<file path="config.mk">
export PLATFORM = sky130hd
export DESIGN_NAME = carrier_pwm_timer
export DESIGN_NICKNAME = d
export VERILOG_FILES = /design/src/rtl/cpt_pkg.sv /design/src/rtl/carrier_pwm_timer.sv
export SDC_FILE = /design/constraint.sdc
export NUM_CORES = 1
export LEC_CHECK = 0
export ABC_CLOCK_PERIOD_IN_PS = 4320
export BUFFER_PORTS_ARGS = -buffer_cell sky130_fd_sc_hd__buf_2
export CAP_MARGIN = 20
export CORE_ASPECT_RATIO = 0.9
export CORE_MARGIN = 2
export CORE_UTILIZATION = 42
export CTS_CLUSTER_SIZE = 16
export DETAILED_ROUTE_END_ITERATION = 10
export MAX_ROUTING_LAYER = met4
export PLACE_DENSITY = 0.73
export SYNTH_ARGS = -nofsm -noshare
export SYNTH_HDL_FRONTEND = slang
export SYNTH_SLANG_ARGS = --single-unit
export TNS_END_PERCENT = 1
</file>
<file path="constraint.sdc">
create_clock -name clock -period 4.32 [get_ports clock]
set_input_delay 0.432 -clock clock [delete_from_list [all_inputs] [get_ports clock]]
set_output_delay 0.432 -clock clock [all_outputs]
set_load 0.01 [all_outputs]
</file>
<file path="src/rtl/cpt_pkg.sv">
// package: constants for the carrier / pwm timer pair
package cpt_pkg;
   localparam int unsigned CPT_CNT_W       = 8;
   localparam int unsigned CPT_SEL_BIT     = 2;
   localparam int unsigned CPT_NEXT_BIT    = 1;
   localparam int unsigned CPT_ACT_BIT     = 0;
   localparam logic [7:0]  CPT_CTRL_RESET  = 8'h00;
   localparam logic [7:0]  CPT_CNT_RESET   = 8'h00;
   localparam int unsigned CPT_START_ERR   = 1;
   typedef enum logic {CPT_MODE_CARRIER, CPT_MODE_PWM} cpt_mode_t;
endpackage : cpt_pkg

</file>
<file path="src/rtl/carrier_pwm_timer.sv">
// carrier generator / pwm timer built from two 8-bit timers counting separate ticks
`timescale 1ns/1ns
// What this block does
// - output select bit 2, zero means carrier
// - control bit 1 next gate, bit 0 active
// - low match pulses irq, toggles output, swaps compare
// - alternating low matches repeat into carrier clock
// - high match pulses irq, reloads gate bit
// - carrier mode: pin carries carrier only while gate is one; pwm mode ignores the gate
// - next gate bit rewritten before restart
// - pwm low width first, high width second
// - pwm first compare match clears low counter
// - pwm second compare match clears low counter
// - output forced low while pin disabled
// - first match may come up to one count early
module carrier_pwm_timer
   import cpt_pkg::*;
(
   input  wire logic       clock,
   input  wire logic       rst_n,
   input  wire logic       countTick,
   input  wire logic       periodTick,
   input  wire logic       modePwm,
   input  wire logic       carrierRunEnable,
   input  wire logic       periodRunEnable,
   input  wire logic       pinOutputEnable,
   input  wire logic [7:0] periodCompare,
   input  wire logic [7:0] carrierLowCompare,
   input  wire logic [7:0] carrierHighCompare,
   input  wire logic       ctrlWrite,
   input  wire logic [7:0] ctrlData,
   output logic            timerOutputPin,
   output logic            carrierMatchIrq,
   output logic            periodMatchIrq,
   output logic [7:0]      lowCarrierCounter,
   output logic [7:0]      highPeriodCounter
);
   typedef struct packed {
      logic [7:0] lowCnt;
      logic [7:0] highCnt;
      logic       useHigh;
      logic       carrier;
      logic       outputSelect;
      logic       nextGate;
      logic       activeGate;
      logic       pin;
      logic       lowIrq;
      logic       highIrq;
   } cpt_state_t;

   cpt_state_t st;
   cpt_state_t next_st;
   logic [7:0] activeCompare;
   logic       lowMatch;
   logic       highMatch;
   logic       waveLevel;

   assign activeCompare = st.useHigh ? carrierHighCompare : carrierLowCompare;
   // compare only on a count pulse so a stalled count clock cannot re-fire
   assign lowMatch  = carrierRunEnable && countTick && (st.lowCnt == activeCompare);
   assign highMatch = periodRunEnable && !modePwm && periodTick
                      && (st.highCnt == periodCompare);

   always_comb
   begin
      next_st = st;
      next_st.lowIrq  = 1'b0;
      next_st.highIrq = 1'b0;
      if (ctrlWrite)
      begin
         // whole-byte write only; bits 7..3 are not stored
         next_st.outputSelect = ctrlData[CPT_SEL_BIT];
         next_st.nextGate     = ctrlData[CPT_NEXT_BIT];
         next_st.activeGate   = ctrlData[CPT_ACT_BIT];
      end
      if (!carrierRunEnable)
      begin
         // stop clears the counter and the wave; start is not aligned to the tick
         next_st.lowCnt  = CPT_CNT_RESET;
         next_st.useHigh = 1'b0;
         next_st.carrier = 1'b0;
         // next gate is not retained over a stop
         if (!ctrlWrite)
            next_st.nextGate = 1'b0;
      end
      else if (lowMatch)
      begin
         next_st.lowIrq  = 1'b1;
         next_st.carrier = !st.carrier;
         next_st.useHigh = !st.useHigh;
         next_st.lowCnt  = CPT_CNT_RESET;
      end
      else if (countTick)
         next_st.lowCnt = st.lowCnt + 8'h01;
      if (!periodRunEnable || modePwm)
         next_st.highCnt = CPT_CNT_RESET;
      else if (highMatch)
      begin
         next_st.highIrq = 1'b1;
         next_st.highCnt = CPT_CNT_RESET;
      end
      else if (periodTick)
         next_st.highCnt = st.highCnt + 8'h01;
      // irq rising edge reloads the gate; hardware reload beats a write
      if (highMatch && !st.highIrq)
         next_st.activeGate = st.nextGate;
      next_st.pin = pinOutputEnable ? waveLevel : 1'b0;
   end

   always_comb
   begin
      if (modePwm)
         waveLevel = st.carrier;
      else if (st.outputSelect)
         waveLevel = st.activeGate;
      else
         waveLevel = st.carrier && st.activeGate;
   end

   always_ff @(posedge clock)
   begin
      if (!rst_n)
      begin
         st <= '0;
      end
      else
         st <= next_st;
   end

   assign timerOutputPin    = st.pin;
   assign carrierMatchIrq   = st.lowIrq;
   assign periodMatchIrq    = st.highIrq;
   assign lowCarrierCounter = st.lowCnt;
   assign highPeriodCounter = st.highCnt;

   property p_low_match;
      @(posedge clock) disable iff (!rst_n)
      lowMatch |=> carrierMatchIrq && lowCarrierCounter == 8'h00 && $changed(st.useHigh);
   endproperty
   a_low_match: assert property (p_low_match) else $error("low match effects missing");

   property p_toggle;
      @(posedge clock) disable iff (!rst_n)
      lowMatch |=> st.carrier != $past(st.carrier);
   endproperty
   a_toggle: assert property (p_toggle) else $error("carrier did not toggle");

   property p_high_match;
      @(posedge clock) disable iff (!rst_n)
      highMatch |=> periodMatchIrq && highPeriodCounter == CPT_CNT_RESET;
   endproperty
   a_high_match: assert property (p_high_match) else $error("period match missing");

   property p_reload;
      @(posedge clock) disable iff (!rst_n)
      (highMatch && !periodMatchIrq) |=> st.activeGate == $past(st.nextGate);
   endproperty
   a_reload: assert property (p_reload) else $error("gate not reloaded");

   property p_gate;
      @(posedge clock) disable iff (!rst_n)
      (!modePwm && !st.outputSelect && !st.activeGate) |=> !timerOutputPin;
   endproperty
   a_gate: assert property (p_gate) else $error("pin active with gate low");

   property p_pin_low;
      @(posedge clock) disable iff (!rst_n)
      !pinOutputEnable |=> !timerOutputPin;
   endproperty
   a_pin_low: assert property (p_pin_low) else $error("pin not low while disabled");

   property p_pwm_clear;
      @(posedge clock) disable iff (!rst_n)
      (modePwm && lowMatch) |=> lowCarrierCounter == CPT_CNT_RESET && carrierMatchIrq;
   endproperty
   a_pwm_clear: assert property (p_pwm_clear) else $error("pwm count not cleared");

   // the pin trails the wave by one register stage in both modes
   property p_pin_follow;
      @(posedge clock) disable iff (!rst_n)
      (modePwm && pinOutputEnable) |=> timerOutputPin == $past(st.carrier);
   endproperty
   a_pin_follow: assert property (p_pin_follow) else $error("pwm pin off the wave");

   property p_carrier_out;
      @(posedge clock) disable iff (!rst_n)
      (!modePwm && !st.outputSelect && pinOutputEnable) |=>
         timerOutputPin == ($past(st.carrier) && $past(st.activeGate));
   endproperty
   a_carrier_out: assert property (p_carrier_out) else $error("gated carrier wrong");

   property p_pwm_idle;
      @(posedge clock) disable iff (!rst_n)
      modePwm |=> highPeriodCounter == CPT_CNT_RESET && !periodMatchIrq;
   endproperty
   a_pwm_idle: assert property (p_pwm_idle) else $error("period timer ran in pwm");

   property p_stop_clear;
      @(posedge clock) disable iff (!rst_n)
      (!carrierRunEnable && !ctrlWrite) |=> !st.nextGate && lowCarrierCounter == CPT_CNT_RESET;
   endproperty
   a_stop_clear: assert property (p_stop_clear) else $error("stop left state behind");

   property p_write;
      @(posedge clock) disable iff (!rst_n)
      ctrlWrite |=> st.outputSelect == $past(ctrlData[CPT_SEL_BIT])
                    && st.nextGate == $past(ctrlData[CPT_NEXT_BIT]);
   endproperty
   a_write: assert property (p_write) else $error("control write lost");

   // a reload in the same cycle owns the active gate, so only clean writes are judged
   property p_write_gate;
      @(posedge clock) disable iff (!rst_n)
      (ctrlWrite && !highMatch) |=> st.activeGate == $past(ctrlData[CPT_ACT_BIT]);
   endproperty
   a_write_gate: assert property (p_write_gate) else $error("active gate write lost");

   c_low:    cover property (@(posedge clock) disable iff (!rst_n)
                             !modePwm && lowMatch && st.useHigh && st.activeGate);
   c_high:   cover property (@(posedge clock) disable iff (!rst_n) highMatch && st.nextGate);
   c_pwm:    cover property (@(posedge clock) disable iff (!rst_n)
                             modePwm && lowMatch && st.useHigh);
   c_select: cover property (@(posedge clock) disable iff (!rst_n)
                             st.outputSelect && timerOutputPin);
endmodule : carrier_pwm_timer

</file>
==> impl.org <==
** Outcome
- The flow ran to the end, and the final reports show no timing, DRC or antenna violations.

** Global route
- Pin count of the biggest net entering global routing :: 14
- Overall Global Routing Usage :: 14.6%
- The via count of the first global-routing pass was 931.
- After global routing the overflow that remains totals 0.
- Antenna violations before repair :: 0
- Wire length of the first global-routing pass :: 4.13 mm

** Clock tree
- TritonCTS clock tree :: done
- Buffers inserted during post-CTS setup optimization :: 0
- Clock-pin slew was measured on the worst setup and hold paths at 0.13 ns.
- Clock latency on the worst-skew pair :: 0.31 ns
- In this run, CTS created clock tree buffers numbering 3.
- TritonCTS Sinks :: 24
- CTS placed an instance of clkbuf_4 at the clock tree root.
- Count of cells resized by post-cts repair :: 0
- Number of levels the H-tree was split into :: 1
- Buffers inserted to repair hold after CTS numbered 0.
- No sink is reached through more buffers than the 2 on the longest clock path.

** Setup path
- CP Launch Point :: st[7]$_SDFFE_PN0P_
- Of all nets on the critical path, the largest fanout is 10.
- Cell-by-cell listing of the critical path :: mux2i_1, mux2i_1, nand4_1, o21bai_2, nor2_1
- The setup path with the least slack is of type flip-flop to flip-flop.
- Setup slack on the worst reg-to-reg path comes out at 2.39 ns.
- The worst setup path is launched from a flip-flop.
- Critical Path End Type :: flip-flop
- The largest single stage delay on the critical path is 0.63 ns.
- On the critical path, the stage with the largest delay is an instance of dfxtp_1.
- For the worst setup path, the data arrival time is 2.12 ns.
- The startpoint identified for the worst register-to-register timing path is st[7]$_SDFFE_PN0P_.
- Data required time of the worst path :: 4.51 ns
- Cell type with the highest occurrence count on the critical path :: mux2i_1

** Placed design
- Count of buffers from port buffering :: 54
- Placed wire-length estimate :: 2.01 mm
- At the end of routability-driven placement, the weighted congestion stood at 0.748.

** Synth
- Synthesis produced a netlist with a net count of 191.
- Sequential elements use 35.9% of the synthesized area.
- Syn Area/Cell :: 9.05 um^2
- Netlist cell types :: 25
- Yosys printed 0 warnings.
- Flip-flop and latch count after synthesis :: 24
- Mapped Area :: 1340 um^2
- Counting every instance in the synthesized netlist gives 148.

** STA
- Transition time at the pin with the least slew margin :: 0.465 ns
- Final setup TNS :: 0 ns
- The final count of pins violating max slew is 0.
- Timing would allow up to 518 MHz.
- Minimum hold slack :: 0.362 ns
- Setup skew after layout :: 0.0108 ns
- Slew HR :: 69.0%
- After layout, the minimum clock period comes to 1.93 ns.
- Setup repair after global routing left no endpoint under its margin.
- Count of endpoints failing hold in the final timing report :: 0
- Setup-violating endpoint count in the final report :: 0
- Ratio of final minimum period to clock period :: 44.7%

** Floorplanning
- Chip width :: 63.5 um
- The initial utilization of the core area, before any placement, comes to 44.0%.
- Vert. Die Dim :: 57.6 um
- Placeable core region :: 3040 um^2
- DIE AREA :: 3660 um^2
- Boundary pin count :: 60
- Cell Rows :: 19

** Route
- Wires add up to 2.50 mm.
- Vias per cell :: 4.77
- Initial DRC count :: 38
- Detailed routing inserted a total of 1096 vias.
- The detail route stage leaves a number of antenna-violating nets equal to 0.
- First-pass detailed-route iteration total :: 4
- In the final routed layout, each cell accounts on average for 10.9 um.
- DRC viols :: 0

** Cells and area
- Of the cells placed in the final design, the portion with a size suffix greater than 1 is 31.9%.
- Most used cells in the layout excluding fill and tap cells :: buf_2 (54), dfxtp_1 (24), nor2_1 (23)
- Most common library cell in the layout ignoring fill and taps :: buf_2
- Layout overhead on the synthesized area :: 16.7%
- Cells fill 51.4% of the core in the end.
- NumNets Final :: 232
- Antenna Diode Count :: 0

** Pwr
- Pleak :: 0.721 nW
- Pwr dens :: 245 nW/um^2
- Across the VDD grid, the largest voltage drop is 0.205 mV.

** Run
- Across the run, the number of max-cap violations was 0.

** Min path
- Class of the most critical hold timing path :: primary input to flip-flop
- The startpoint identified for the worst hold timing path is ctrlData[1].
## worst paths after layout
check | to | cells past startpoint
worst max-delay path | lowCarrierCounter[6]$_SDFFE_PP0P_ | 5
worst min-delay path | st[4]$_SDFF_PN0_ | 3
worst max register to register | lowCarrierCounter[6]$_SDFFE_PP0P_ | 5
worst min register to register | st[6]$_SDFFE_PN0P_ | 2
## power by group
part	internal, mW	total [mW]	switching [mW]
clock network	0.0514	0.115	0.0632
logic	0.0228	0.0428	0.0200
registers	0.224	0.226	0.00256
## logic make-up after synthesis
logic type,Yosys count,synth area share (%)
xor gates and xnor gates,29,19.0
AOI/OAI and AO/OA,10,4.76
DFF,24,35.9
muxes,13,9.71
buffers and inverters,20,10.6
and+or+nand+nor,50,18.2
adders and majority gates,2,1.87
## state kept, by name, indices dropped and copies added (netlist names)
name and cells:
periodMatchIrq 1, lowCarrierCounter 8, carrierMatchIrq 1, st 5
timerOutputPin 1, highPeriodCounter 8
## critical path, delay by kind of cell (launching register included)
family | cells | cell delay [ns]
mux | 2 | 0.50
flops | 1 | 0.63
compound gates | 1 | 0.37
simple gates | 2 | 0.31
## through the flow
stage          total power [mW]  cell area (um^2)  instances  setup WS (ns)
2_1_floorplan             0.253              1340        148           2.73
3_3_place_gp              0.274              1530        226           2.42
3_5_place_dp              0.275              1530        226           2.38
4_1_cts                   0.388              1560        230           2.37
5_1_grt                   0.405              1560        230           2.19
6_report                  0.384              1560        230           2.39
## Yosys cell counts (all sizes together)
cell	number	area, um^2
a21oi	4	20.0
and3	2	12.5
and4	1	8.76
buf	17	131
clkbuf	1	3.75
dfxtp	24	480
ha	2	25.0
inv	2	7.51
mux2i	13	130
nand2	7	26.3
nand3	2	10.0
nand3b	2	15.0
nand4	8	56.3
nor2	23	86.3
nor3	2	10.0
nor4	1	6.26
o211ai	1	7.51
o21ai	3	15.0
o21bai	1	11.3
o311a	1	10.0
or3	2	12.5
xnor2	8	70.1
xor2	21	184
## layer usage
layer	wire length [um]	track usage, %	part of all wire, %
met1	1220	18.9	49
met2	1150	23.0	46
met3	105	3.75	4.2
met4	27	3.73	1.1
met5	0	-	0
## final cells by class
class,instances,area (um^2)
Tap cell,42,52.6
Multi-Input combinational cell,104,717
Sequential cell,24,480
Clock buffer,4,36.3
Timing Repair Buffer,54,270
Inverter,2,7.51
Fill cell,319,1480
(Power assumes the default switching activity.)
